[config.mk]
export PLATFORM = sky130hd
export DESIGN_NAME = ebs_status
export DESIGN_NICKNAME = d
export VERILOG_FILES = /design/src/hw/ebs_pkg.sv /design/src/hw/ebs_status.sv
export VERILOG_INCLUDE_DIRS = /design/src /design/src/hw
export SDC_FILE = /design/constraint.sdc
export NUM_CORES = 1
export LEC_CHECK = 0
export ABC_AREA = 1
export BUFFER_PORTS_ARGS = -buffer_cell sky130_fd_sc_hd__buf_2
export CAP_MARGIN = 20
export CORE_ASPECT_RATIO = 1.2
export CORE_MARGIN = 2
export CORE_UTILIZATION = 35
export DETAILED_ROUTE_END_ITERATION = 8
export PLACE_DENSITY_LB_ADDON = 0.15
export REMOVE_ABC_BUFFERS = 1
export SLEW_MARGIN = 20
export SYNTH_ARGS = -nofsm -noshare
export SYNTH_HDL_FRONTEND = slang
export SYNTH_SLANG_ARGS = --single-unit
[constraint.sdc]
create_clock -name clk -period 1.8 [get_ports clk]
set_input_delay 0.54 -clock clk [delete_from_list [all_inputs] [get_ports clk]]
set_output_delay 0.54 -clock clk [all_outputs]
set_load 0.01 [all_outputs]
[src/hw/ebs_defines.svh]
// Offsets, field positions, reset values and sizes of the emulation breakpoint status register
`ifndef EBS_DEFINES_SVH
`define EBS_DEFINES_SVH

`define EBS_ADDR_W 20
`define EBS_DATA_W 32
`define EBS_STATUS_ADDR 20'h30030
`define EBS_HIT_COUNT 9
`define EBS_HAS_EXTPORT_DMA 1'b1

`define EBS_POS_PM_DATA 0
`define EBS_POS_DM_ADDR0 1
`define EBS_POS_DM_ADDR1 2
`define EBS_POS_INSTR_ADDR0 3
`define EBS_POS_PERIPH_DMA 7
`define EBS_POS_OUT_IRQ_EN 9
`define EBS_POS_OUT_HAS_DATA 10
`define EBS_POS_OUT_FULL 11
`define EBS_POS_IN_FULL 12
`define EBS_POS_FEAT_DIS 13
`define EBS_POS_IN_IRQ_EN 15
`define EBS_POS_EXTPORT_DMA 16

`define EBS_HIT_RESET 9'h000
`define EBS_STATUS_RESET 32'h0000_0000
`define EBS_WRITABLE_MASK 32'h0000_0200

`endif

[src/hw/ebs_pkg.sv]
// Types shared by the emulation breakpoint status register
`include "ebs_defines.svh"

package ebs_pkg;

   // Whole state of the status block, registered as one vector
   typedef struct packed {
      logic [`EBS_HIT_COUNT-1:0] hit;
      logic outIrqEn;
      logic outHasData;
      logic outFull;
      logic inFull;
      logic featDis;
      logic inIrqEn;
      logic [`EBS_DATA_W-1:0] rdData;
      logic rdValid;
      logic wrAck;
   } ebs_state_t;

endpackage : ebs_pkg

[src/hw/ebs_status.sv]
// Emulation breakpoint status register: sticky breakpoint hits and mailbox state, read by the core
//
// How it works
// - A program-memory data breakpoint hit sets bit 0, which is 0 until one occurs.
// - Data-memory breakpoint hits set bit 1 for comparator zero and bit 2 for comparator one.
// - Instruction-address comparators zero to three set bits 3 to 6 in ascending order.
// - A breakpoint match on the peripheral DMA bus sets bit 7.
// - A match on the external-port DMA bus sets bit 16, which is reserved where that bus is absent.
// - Breakpoint-hit bits are set only by the comparators and nothing clears them but reset.
// - Bit 9 is the low-priority output-FIFO interrupt enable, written by the core.
// - Bit 10 is 1 while the output FIFO holds data and 0 when empty, as the FIFO controller says.
// - Bit 11 is 1 while the output FIFO is full, as the FIFO controller says.
// - Bit 12 is 1 while the emulation input register holds a value.
// - Bit 13 is 1 when the enhanced emulation feature is disabled and 0 when enabled.
// - Bit 15 is 1 when the input-register interrupt is enabled.
// - Bits 12, 13 and 15 follow internal hardware and ignore core writes.
// - The register sits in the core's memory-mapped I/O space and reads return its registered state one cycle after the access.
`timescale 1ns/1ps
`default_nettype none
`include "ebs_defines.svh"

module ebs_status (
   input wire logic clk,
   input wire logic arst_n,

   // Hit pulses from the breakpoint comparators
   input wire logic pmDataBkptHit,
   input wire logic dmAddr0BkptHit,
   input wire logic dmAddr1BkptHit,
   input wire logic instrAddr0BkptHit,
   input wire logic instrAddr1BkptHit,
   input wire logic instrAddr2BkptHit,
   input wire logic instrAddr3BkptHit,
   input wire logic periphDmaBkptHit,
   input wire logic extportDmaBkptHit,

   // Levels from the mailbox FIFO controller and emulation logic
   input wire logic outFifoHasData,
   input wire logic outFifoFull,
   input wire logic inRegFull,
   input wire logic emuFeatureDisable,
   input wire logic inRegIrqEnable,

   // Core memory-mapped I/O access
   input wire logic coreRdEn,
   input wire logic coreWrEn,
   input wire logic [`EBS_ADDR_W-1:0] coreAddr,
   input wire logic [`EBS_DATA_W-1:0] coreWrData,
   output logic [`EBS_DATA_W-1:0] coreRdData,
   output logic coreRdValid,
   output logic coreWrAck,

   // Enable handed to the interrupt controller
   output logic outFifoIrqEnable
);

   // Register state and its next value
   ebs_pkg::ebs_state_t state_r;
   ebs_pkg::ebs_state_t state_nxt;

   // Hit inputs gathered into one vector, lowest status bit first
   logic [`EBS_HIT_COUNT-1:0] hitIn;
   logic [`EBS_HIT_COUNT-1:0] hitMask;
   logic [`EBS_HIT_COUNT-1:0] hitSet;
   logic [`EBS_HIT_COUNT-1:0] hitSticky;

   // Mailbox levels in status-bit order
   logic outLvl;
   logic fullLvl;
   logic inFullLvl;
   logic featDisLvl;
   logic inIrqLvl;

   // Decoded core access
   logic addrMatch;
   logic rdStatus;
   logic rdOther;
   logic wrStatus;
   logic outIrqEnWr;
   logic [`EBS_DATA_W-1:0] rdImage;

   // True when the core addresses this register
   function automatic logic ebs_hit_addr(input logic [`EBS_ADDR_W-1:0] addr);
      ebs_hit_addr = (addr == `EBS_STATUS_ADDR);
   endfunction : ebs_hit_addr

   // Keeps only the core-writable field of a write word
   function automatic logic ebs_wr_field(input logic [`EBS_DATA_W-1:0] data);
      logic [`EBS_DATA_W-1:0] kept;
      kept = data & `EBS_WRITABLE_MASK;
      ebs_wr_field = kept[`EBS_POS_OUT_IRQ_EN];
   endfunction : ebs_wr_field

   // Packs the state into the register image; unlisted positions stay zero
   function automatic logic [`EBS_DATA_W-1:0] ebs_image(input ebs_pkg::ebs_state_t s);
      logic [`EBS_DATA_W-1:0] w;
      w = `EBS_STATUS_RESET;

      // Breakpoint hits
      w[`EBS_POS_PM_DATA] = s.hit[0];
      w[`EBS_POS_DM_ADDR0] = s.hit[1];
      w[`EBS_POS_DM_ADDR1] = s.hit[2];
      w[`EBS_POS_INSTR_ADDR0 +: 4] = s.hit[6:3];
      w[`EBS_POS_PERIPH_DMA] = s.hit[7];
      w[`EBS_POS_EXTPORT_DMA] = s.hit[8];

      // Mailbox state
      w[`EBS_POS_OUT_IRQ_EN] = s.outIrqEn;
      w[`EBS_POS_OUT_HAS_DATA] = s.outHasData;
      w[`EBS_POS_OUT_FULL] = s.outFull;
      w[`EBS_POS_IN_FULL] = s.inFull;
      w[`EBS_POS_FEAT_DIS] = s.featDis;
      w[`EBS_POS_IN_IRQ_EN] = s.inIrqEn;

      ebs_image = w;
   endfunction : ebs_image

   // Hit sources in status order
   assign hitIn[0] = pmDataBkptHit;
   assign hitIn[1] = dmAddr0BkptHit;
   assign hitIn[2] = dmAddr1BkptHit;
   assign hitIn[3] = instrAddr0BkptHit;
   assign hitIn[4] = instrAddr1BkptHit;
   assign hitIn[5] = instrAddr2BkptHit;
   assign hitIn[6] = instrAddr3BkptHit;
   assign hitIn[7] = periphDmaBkptHit;
   assign hitIn[8] = extportDmaBkptHit;

   // Without the external-port bus its hit can never be recorded
   assign hitMask = {`EBS_HAS_EXTPORT_DMA, {(`EBS_HIT_COUNT-1){1'b1}}};

   // One sticky cell per source; no clear path exists, so a set can never lose
   for (genvar g = 0; g < `EBS_HIT_COUNT; g++) begin : g_hit
      assign hitSet[g] = hitIn[g] & hitMask[g];
      assign hitSticky[g] = state_r.hit[g] | hitSet[g];
   end

   // Mailbox levels are already on this clock, so they are copied without synchronisers
   assign outLvl = outFifoHasData;
   assign fullLvl = outFifoFull;
   assign inFullLvl = inRegFull;
   assign featDisLvl = emuFeatureDisable;
   assign inIrqLvl = inRegIrqEnable;

   // Core access decode
   assign addrMatch = ebs_hit_addr(coreAddr);
   assign rdStatus = coreRdEn & addrMatch;
   assign rdOther = coreRdEn & ~addrMatch;
   assign wrStatus = coreWrEn & addrMatch;
   assign outIrqEnWr = ebs_wr_field(coreWrData);
   assign rdImage = ebs_image(state_r);

   always_comb begin
      state_nxt = state_r;

      // Sticky hit bits
      state_nxt.hit = hitSticky;

      // Mailbox levels, one cycle behind their sources and never core-written
      state_nxt.outHasData = outLvl;
      state_nxt.outFull = fullLvl;
      state_nxt.inFull = inFullLvl;
      state_nxt.featDis = featDisLvl;
      state_nxt.inIrqEn = inIrqLvl;

      // Only the output-FIFO interrupt enable takes write data
      state_nxt.wrAck = wrStatus;
      if (wrStatus) begin
         state_nxt.outIrqEn = outIrqEnWr;
      end

      // A read returns the image as it stood at the access edge; other addresses read zero
      state_nxt.rdValid = coreRdEn;
      if (rdStatus) begin
         state_nxt.rdData = rdImage;
      end else if (rdOther) begin
         state_nxt.rdData = `EBS_STATUS_RESET;
      end
   end

   // Whole state in one register
   always_ff @(posedge clk or negedge arst_n) begin
      if (!arst_n) begin
         state_r <= '0;
      end else begin
         state_r <= state_nxt;
      end
   end

   // Outputs come straight from flops
   assign coreRdData = state_r.rdData;
   assign coreRdValid = state_r.rdValid;
   assign coreWrAck = state_r.wrAck;
   assign outFifoIrqEnable = state_r.outIrqEn;

endmodule : ebs_status
`default_nettype wire

# Word-level counts from Yosys, hierarchy flattened
# Index checks and enable logic that the tools add are counted.
# op_classes
eq_ne,1
n_mux,2
n_bitwise,13
reduce_logical,1
# op_table
op,count
32-bit two-way mux,2
"20-bit by 18-bit == test with 1-bit output, second input constant",1
1-bit bitwise OR,9
1-bit bitwise AND,3
2-bit nonzero test,1
1-bit inverter,1
# word_totals
ff_bits,49
input_bits,70
output_inout_bits,35
elab_cells,27

# Longest topological paths before layout
# Gate-level depths: netlist of run 1.
# logic_depth
word_depth,5
depth_mapped,8

# Worst setup path after synthesis of run 1
# No wires, ideal clock.
# synth_path
kind,input-to-reg
from,input port coreAddr[3]
to,"register state_r, in the netlist coreRdData[0]"
setup_time_ns,0.065
t_arrival_ns,1.199
path_slack_ns,0.536
path_stages,6
n_path_buf,1
path_cell_list,nor2_1 nand3_2 nor2_4 clkbuf_8 nand4_1 nand2_1
# synth_between
elab_chain_cells,4
# synth_lines
item,line,rtl
from (decl),ebs_status.sv:47,"input wire logic [`EBS_ADDR_W-1:0] coreAddr,"
20-bit by 18-bit == test with 1-bit output (no source line) (*),--,
1-bit inverter,ebs_status.sv:148,assign rdOther = coreRdEn & ~addrMatch;
1-bit bitwise AND,ebs_status.sv:148,
2-bit nonzero test (no source line),--,
to (signal assigned),ebs_status.sv:186,state_r <= state_nxt;
to (decl),ebs_status.sv:58,ebs_pkg::ebs_state_t state_r;
# Every way passes the cells marked *; elsewhere a longest branch is shown, timed or not.
# A chain may end at the register's enable or synchronous reset.

# Final worst setup path of run 1
# layout_path
from,"register state_r, in the netlist outFifoIrqEnable"
to,output port outFifoIrqEnable
# layout_rtl
item,line,rtl
to (decl),ebs_status.sv:54,output logic outFifoIrqEnable
# No word-level cell between the ends.

==> run_results.csv, run 1 <==
group,metric,value,unit
synth,ys_seq_elements,32,
global_routing,grt_pass1_vias,1151,
global_routing,gr-total-overflow,0,
timing,final-setup-viol-count,0,
placed_design,place_area,1678,sq um
finish,fillCellCount,427,
timing,clock.fmax,743.7,MHz
clock_tree,h-tree-depth,2,
worst_setup_path,cp-end-kind,"output pin",
timing,tightest_slew,0.6889,ns
timing,period_needed,1.345,ns
floorplan,dieArea,4642,sq um
worst_setup_path,crit_chain,"buf_2",
route,vias_per_cell,4.240,
timing,rsz0062_at_grt,"no",
run,max_cap_violations,0,
clock_tree,cts-hold-fix-buffers,0,
clock_tree,cts-resized-gates,0,
clock_tree,cts_setup_buffers,0,
worst_setup_path,crit_required,1.26,ns
synth,synth_enable_flop_cells,0,
hold_path,holdCritPathClass,"input pin to async pin",
finish,stdcell_count,263,
finish,finish.utilization,0.4492,
route,via_count,1115,
worst_setup_path,slowest_delay,0.39,ns
finish,finalNetCount,278,
route,drc_errors,0,
timing,clock-skew-final,0.003498,ns
placed_design,io_buffer_count,56,
worst_setup_path,critPathMaxFanout,3,
timing,hold-worst-slack,0.3065,ns
route,wl_per_cell,10.95,microns
clock_tree,cts_root_buffer,"clkbuf_8",
route,drt_iter0_drc,76,
floorplan,pin_count,105,
timing,max_slew_margin,0.5407,
synth,synth.area.top_cells,"dfrtp_1 56%, nand2_1 10%, buf_4 8.9%",
synth,avgSynthCellArea,9.593,sq um
global_routing,grt_use_total,0.1414,
status,status,"finished, final reports clean",
finish,multi_input_area,469.2,sq um
clock_tree,clock-sinks,32,
floorplan,die_height,74.24,microns
worst_setup_path,cpMaxStageDelayCell,"dfrtp_1",
timing,period_share,0.7470,
finish,drive_above_1_share,0.3971,
floorplan,initial_core_util,0.3651,
power,power_density,779.3,nW/um^2
synth,yosysTopAreaCellShare,0.5565,
route,wirelength,2880,microns
power,leakagePower,0.9968,nW
floorplan,rows,25,
clock_tree,cts_buffer_depth,2,
synth,yosysTopAreaCell,"dfrtp_1",
synth,syn-cell-area,1439,sq um
timing,drv_slew,0,
finish,diodes,0,
clock_tree,cts_made_buffers,5,
worst_setup_path,cp_num_buf_inv,1,
timing,tns,0,ns
route,dr.pass1.iters,6,
synth,synth.most_common_cell,"nand2_1",
global_routing,antenna_found_initial,0,
floorplan,core-area,3941,sq um
placed_design,post-dp-hpwl,2108,microns
finish,seq_area,800.8,sq um
timing,finalHoldViolations,0,
synth,ys.flop_type,"dfrtp_1",
worst_setup_path,crit_family,"flip-flops",
synth,ys_seq_area_frac,0.5565,
synth,synthTopCellsByCount,"40 x nand2_1, 32 x dfrtp_1, 17 x buf_4, 17 x nand4_1, 12 x inv_1",
power,totalPowerFinal,1.380,mW
placed_design,dp_slack,0.2389,ns
clock_tree,clkLatencyLatePin,0.27,ns
worst_setup_path,crit_type,"register to output pin",
global_routing,grt_max_degree,33,
route,ant_nets,0,
placed_design,gp_congestion,0.6502,
clock_tree,cts_tree,"done",
placed_design,placedCellCount,255,
clock_tree,path_clk_slew,0.06,ns
timing,finalWorstSetupSlack,0.4554,ns
finish,syn_to_final_growth,23.04,%
synth,yosysWarnings,0,
worst_setup_path,arrival,0.80,ns
worst_setup_path,critPathLaunchType,"register",
synth,ys_types,17,
power,peakVddDrop,0.3230,mV
synth,ys_async_sr_fraction,1.000,
floorplan,die_x,62.53,microns
synth,syn_inst,150,
global_routing,grt_pass1_wl,5085,microns
finish,fin_area,1770,sq um
kinds of logic after synthesis:
kind of cell / after synthesis / share of synthesized area
buffers and inverters: 36 / 0.1591
flip-flops: 32 / 0.5565
other: 1 / 0.002606
AND/OR/NAND/NOR: 81 / 0.2817
path summary, 6_finish.rpt:
path	from	end	slack, ns	cells past startpoint
worst max register to register	rdImage[4]	rdImage[4]	1.01	1
worst min register to register	rdImage[5]	rdImage[5]	0.47	1
worst min-delay path	arst_n	rdImage[13]	0.31	1
worst max-delay path	outFifoIrqEnable	outFifoIrqEnable	0.46	1
max in group asynchronous	arst_n	rdImage[5]	1.05	1
min in group clk	inRegFull	rdImage[12]	0.37	1
cell usage in the layout (no fill, tap or decap), drive strengths merged:
cell type	Yosys	layout
conb	1	17
or2	9	9
nand3	1	1
dfrtp	32	32
nand4	17	17
nand2	42	42
clkbuf	3	6
clkinv	0	2
nor2	12	12
buf	19	57
inv	14	14
registers in the layout, indices dropped and copies added (netlist names):
name,count
coreWrAck,1
rdImage,14
coreRdData,15
coreRdValid,1
outFifoIrqEnable,1
cell type report:
type / count / area share
clock buffer: 6 / 0.04664
clock inverter: 2 / 0.005654
inverter: 14 / 0.02968
sequential: 32 / 0.4523
tap: 54 / 0.03816
multi-input combinational: 98 / 0.2650
timing repair buffer: 57 / 0.1625
power by group:
part | internal [mW] | leakage, nW | switching (mW)
sequential | 0.726 | 0.386 | 0.00181
clock | 0.304 | 0.0510 | 0.244
combinational | 0.0372 | 0.560 | 0.0658
total | 1.07 | 0.997 | 0.312
metal layers:
metal  track usage  up-vias  share of wire
met5             0        -              0
met4       0.05185        0         0.0087
met3       0.04690        2          0.058
met2        0.2533       42           0.52
met1        0.1597      523           0.41
li1              -      548              -
Power figures use the tool's default switching activity.
==> inputs of run 2 (changes only) <==
==> constraint.sdc (replaced) <==
create_clock -name clk -period 1.28 [get_ports clk]
set_input_delay 0.384 -clock clk [delete_from_list [all_inputs] [get_ports clk]]
set_output_delay 0.384 -clock clk [all_outputs]
set_load 0.01 [all_outputs]
==> run 2 against run 1 <==
- critical path depth is the same
- first-iteration DRC count is 26% lower
- register-to-register slack got worse by 0.54 ns
- clock skew is 0.0013 ns lower
- sequential share of layout area decreased by 1.2 points
- count of clock-buffer cells in the layout unchanged
- critical path type unchanged
- largest cell class unchanged
==> run_results.csv, run 2 (same netlist as run 1, synthesis figures left out) <==
group,metric,value,unit
status,status,"finished, final reports clean",
worst_setup_path,r2r_end,"rdImage[4]",
finish,finish.utilization,0.4613,
worst_setup_path,r2r_cells,1,
route,dr.pass1.iters,4,
run,max_cap_violations,0,
clock_tree,cts-hold-fix-buffers,0,
floorplan,rows,25,
worst_setup_path,cp-end-kind,"output pin",
global_routing,grt_pass1_wl,5216,microns
worst_setup_path,crit_family,"flip-flops",
floorplan,pin_count,105,
worst_setup_path,crit_type,"register to output pin",
global_routing,gr-total-overflow,0,
finish,finalNetCount,281,
timing,period_needed,1.203,ns
floorplan,die_height,74.24,microns
clock_tree,clkLatencyLatePin,0.28,ns
placed_design,placedCellCount,258,
worst_setup_path,cp_num_buf_inv,1,
worst_setup_path,arrival,0.82,ns
timing,tns,0,ns
power,p_comb_frac,0.076,
timing,clock.fmax,831.3,MHz
hold_path,holdCritPathClass,"input pin to async pin",
power,power_density,1086,nW/um^2
timing,clock-skew-final,0.002164,ns
clock_tree,cts-resized-gates,0,
worst_setup_path,critPathMaxFanout,3,
worst_setup_path,critPathLaunchType,"register",
worst_setup_path,cp.depth,1,
finish,largest_reg_flops,15,
finish,stdcell_count,266,
power,switching_share,0.2371,
route,ant_nets,0,
finish,drive_above_1_share,0.4057,
finish,diodes,0,
worst_setup_path,crit_chain,"buf_2",
route,via_count,1142,
worst_setup_path,slowest_delay,0.39,ns
clock_tree,cts_tree,"done",
finish,mostFrequentLayoutCell,"buf_2",
finish,layout_common_cells,"56 x buf_2, 40 x nand2_1, 32 x dfrtp_1",
route,wirelength,2995,microns
clock_tree,path_clk_slew,0.07,ns
power,peakVddDrop,0.3492,mV
power,totalPowerFinal,1.974,mW
global_routing,antenna_found_initial,0,
floorplan,die_x,62.53,microns
route,drt_iter0_drc,56,
floorplan,core-area,3941,sq um
floorplan,dieArea,4642,sq um
power,power_switching,0.4680,mW
clock_tree,clock-sinks,32,
worst_setup_path,regToRegStartpoint,"rdImage[4]",
timing,finalHoldViolations,0,
placed_design,post-dp-hpwl,2145,microns
power,seq_power_share,0.518,
timing,rsz0062_at_grt,"no",
global_routing,grt_use_total,0.1471,
clock_tree,cts_buffer_depth,2,
clock_tree,cts_made_buffers,5,
power,leakagePower,1.017,nW
placed_design,io_buffer_count,56,
clock_tree,h-tree-depth,2,
route,drc_errors,0,
route,vias_per_cell,4.293,
timing,final-setup-viol-count,0,
global_routing,grt_max_degree,33,
timing,period_share,0.9398,
finish,syn_to_final_growth,26.35,%
clock_tree,cts_root_buffer,"clkbuf_8",
worst_setup_path,reg2reg_slack,0.47,ns
global_routing,grt_pass1_vias,1147,
clock_tree,cts_setup_buffers,0,
placed_design,gp_congestion,0.6585,
power,pwr-share-clk,0.405,
worst_setup_path,crit_required,0.90,ns
power,intPower,1.506,mW
timing,drv_slew,0,
route,wl_per_cell,11.26,microns
floorplan,initial_core_util,0.3651,
worst_setup_path,cpMaxStageDelayCell,"dfrtp_1",
## run 2: cell types whose count changed in the layout (fill, tap and decap cells not counted)
cell | previous run | this run
buf_12 | 0 | 2
buf_4 | 1 | 2
## run 2: cell type report
class	instances	area [sq um]
Sequential cell	32	800.8
Inverter	14	52.55
Clock inverter	2	10.01
Clock buffer	6	82.58
Multi-Input combinational cell	98	469.2
Fill cell	425	2123
Timing Repair Buffer	60	335.3
Tap cell	54	67.56
## run 2: power groups by stage
stage	clock network [mW]	logic [mW]	registers, mW
global placement	0	0.148	1.04
finish	0.800	0.151	1.02
global route	0.865	0.172	1.02
floorplan	0	0.0517	1.04
CTS	0.825	0.153	1.02
detailed placement	0	0.153	1.04
## run 2: metal layers
layer	part of all wire	up-vias	global-route usage
met5	0	-	0
met4	0.025	0	0.08148
met3	0.072	8	0.04690
met2	0.50	45	0.2581
met1	0.41	530	0.1607
li1	-	559	-
## run 2: how the worst max path moves through the flow
stage                          start  slack [ns]          endpoint
finish              outFifoIrqEnable        0.08  outFifoIrqEnable
global route           coreRdData[7]        0.04     coreRdData[7]
CTS                    coreRdData[7]        0.06     coreRdData[7]
detailed placement       coreAddr[3]        0.01     coreRdData[5]
global placement         coreAddr[3]        0.04     coreRdData[6]
floorplan                coreAddr[3]         0.1  outFifoIrqEnable
## run 2: per-stage QoR
step	hold slack, ns	cell area, sq um	setup WS, ns
after floorplan	0.08841	1323	0.09505
after global placement	0.4167	1725	0.04494
after detailed placement	0.4221	1725	0.01187
after CTS	0.1072	1818	0.05631
after global routing	0.1214	1818	0.03938
final	0.1061	1818	0.07702
==> inputs of run 3 (changes only) <==
--- a/config.mk
+++ b/config.mk
@@ -14,6 +14,7 @@
 export CORE_UTILIZATION = 35
 export DETAILED_ROUTE_END_ITERATION = 8
 export PLACE_DENSITY_LB_ADDON = 0.15
+export RECOVER_POWER = 25
 export REMOVE_ABC_BUFFERS = 1
 export SLEW_MARGIN = 20
 export SYNTH_ARGS = -nofsm -noshare
==> run 3 against run 2 <==
- die area unchanged
- clock power about the same
- utilization decreased by 0.063 points
- critical endpoint unchanged
- combinational power about the same
- via count unchanged
- final cell count unchanged
- cell area decreased by 0.14%
==> run_results.csv, run 3 (same netlist as run 1, synthesis figures left out) <==
group,metric,value,unit
finish,syn_to_final_growth,26.17,%
worst_setup_path,arrival,0.82,ns
power,power_density,1087,nW/um^2
worst_setup_path,slowest_delay,0.39,ns
timing,rsz0062_at_grt,"no",
route,via_count,1142,
clock_tree,cts-resized-gates,0,
timing,finalWorstSetupSlack,0.07702,ns
route,wl_per_cell,11.25,microns
clock_tree,cts_setup_buffers,0,
floorplan,dieArea,4642,sq um
worst_setup_path,cp-endpoint,"outFifoIrqEnable",
floorplan,die_x,62.53,microns
clock_tree,cts_made_buffers,5,
floorplan,pin_count,105,
clock_tree,cts_buffer_depth,2,
route,dr.pass1.iters,4,
worst_setup_path,critPathMaxFanout,3,
timing,max_slew_margin,0.4879,
timing,period_share,0.9398,
finish,drive_above_1_share,0.4057,
power,peakVddDrop,0.3492,mV
power,totalPowerFinal,1.973,mW
global_routing,grt_pass1_wl,5216,microns
hold_path,holdCritPathClass,"input pin to register",
finish,fin_area,1815,sq um
finish,finish.utilization,0.4606,
clock_tree,cts_tree,"done",
finish,diodes,0,
worst_setup_path,cp-end-kind,"output pin",
placed_design,place_area,1725,sq um
global_routing,grt_max_degree,33,
floorplan,die_height,74.24,microns
timing,drv_slew,0,
worst_setup_path,crit_family,"flip-flops",
placed_design,placedCellCount,258,
clock_tree,path_clk_slew,0.07,ns
placed_design,dp_slack,0.01187,ns
floorplan,initial_core_util,0.3651,
global_routing,gr-total-overflow,0,
finish,mostFrequentLayoutCell,"buf_2",
finish,finalNetCount,281,
route,wirelength,2993,microns
finish,multi_input_area,469.2,sq um
clock_tree,clkLatencyLatePin,0.28,ns
timing,period_needed,1.203,ns
timing,clock-skew-final,0.002164,ns
timing,clock.fmax,831.3,MHz
route,ant_nets,0,
global_routing,antenna_found_initial,0,
clock_tree,cts-hold-fix-buffers,0,
finish,layout_common_cells,"56 x buf_2, 40 x nand2_1, 32 x dfrtp_1",
timing,tightest_slew,0.7682,ns
finish,stdcell_count,266,
clock_tree,h-tree-depth,2,
worst_setup_path,regToRegStartpoint,"rdImage[4]",
clock_tree,clock-sinks,32,
worst_setup_path,cp_num_buf_inv,1,
route,drc_errors,0,
placed_design,post-dp-hpwl,2145,microns
floorplan,core-area,3941,sq um
global_routing,grt_pass1_vias,1147,
power,leakagePower,1.017,nW
worst_setup_path,r2r_cells,1,
worst_setup_path,r2r_end,"rdImage[4]",
worst_setup_path,crit_type,"register to output pin",
placed_design,gp_congestion,0.6585,
worst_setup_path,cpMaxStageDelayCell,"dfrtp_1",
finish,fillCellCount,426,
timing,finalHoldViolations,0,
route,vias_per_cell,4.293,
floorplan,rows,25,
timing,tns,0,ns
global_routing,grt_use_total,0.1471,
finish,seq_area,800.8,sq um
worst_setup_path,crit_chain,"buf_2",
clock_tree,cts_root_buffer,"clkbuf_8",
timing,hold-worst-slack,0.2022,ns
worst_setup_path,crit_required,0.90,ns
placed_design,io_buffer_count,56,
route,drt_iter0_drc,58,
run,max_cap_violations,0,
worst_setup_path,reg2reg_slack,0.47,ns
worst_setup_path,cp.depth,1,
worst_setup_path,critPathLaunchType,"register",
worst_setup_path,crit_start,"outFifoIrqEnable",
finish,largest_reg_flops,15,
timing,final-setup-viol-count,0,
status,status,"finished, final reports clean",
## run 3: metal layers
metal  up-vias  share of wire  global-route usage
met5         -              0                   0
met2        45           0.50              0.2581
met1       530           0.41              0.1607
met4         0          0.025             0.08148
li1        559              -                   -
met3         8          0.073             0.04690
## run 3: worst min path at each step
stage                   start              to  cells past startpoint
floorplan              arst_n   coreRdData[0]                      0
CTS                    arst_n  coreRdData[12]                      2
detailed placement     arst_n  coreRdData[10]                      2
global route        inRegFull     rdImage[12]                      1
global placement       arst_n  coreRdData[12]                      2
finish              inRegFull     rdImage[12]                      1
## run 3: final cells by class
| class | count | area share |
|---|---|---|
| Multi-Input combinational cell | 98 | 0.2584 |
| Timing Repair Buffer | 60 | 0.1833 |
| Clock buffer | 6 | 0.04549 |
| Inverter | 14 | 0.02895 |
| Sequential cell | 32 | 0.4411 |
| Tap cell | 54 | 0.03722 |
| Clock inverter | 2 | 0.005513 |
## run 3: where the power goes
part	switching [mW]	total, mW	internal, mW
registers	0.00259	1.02	1.02
logic	0.0938	0.149	0.0556
clock network	0.372	0.800	0.428
total	0.468	1.97	1.50
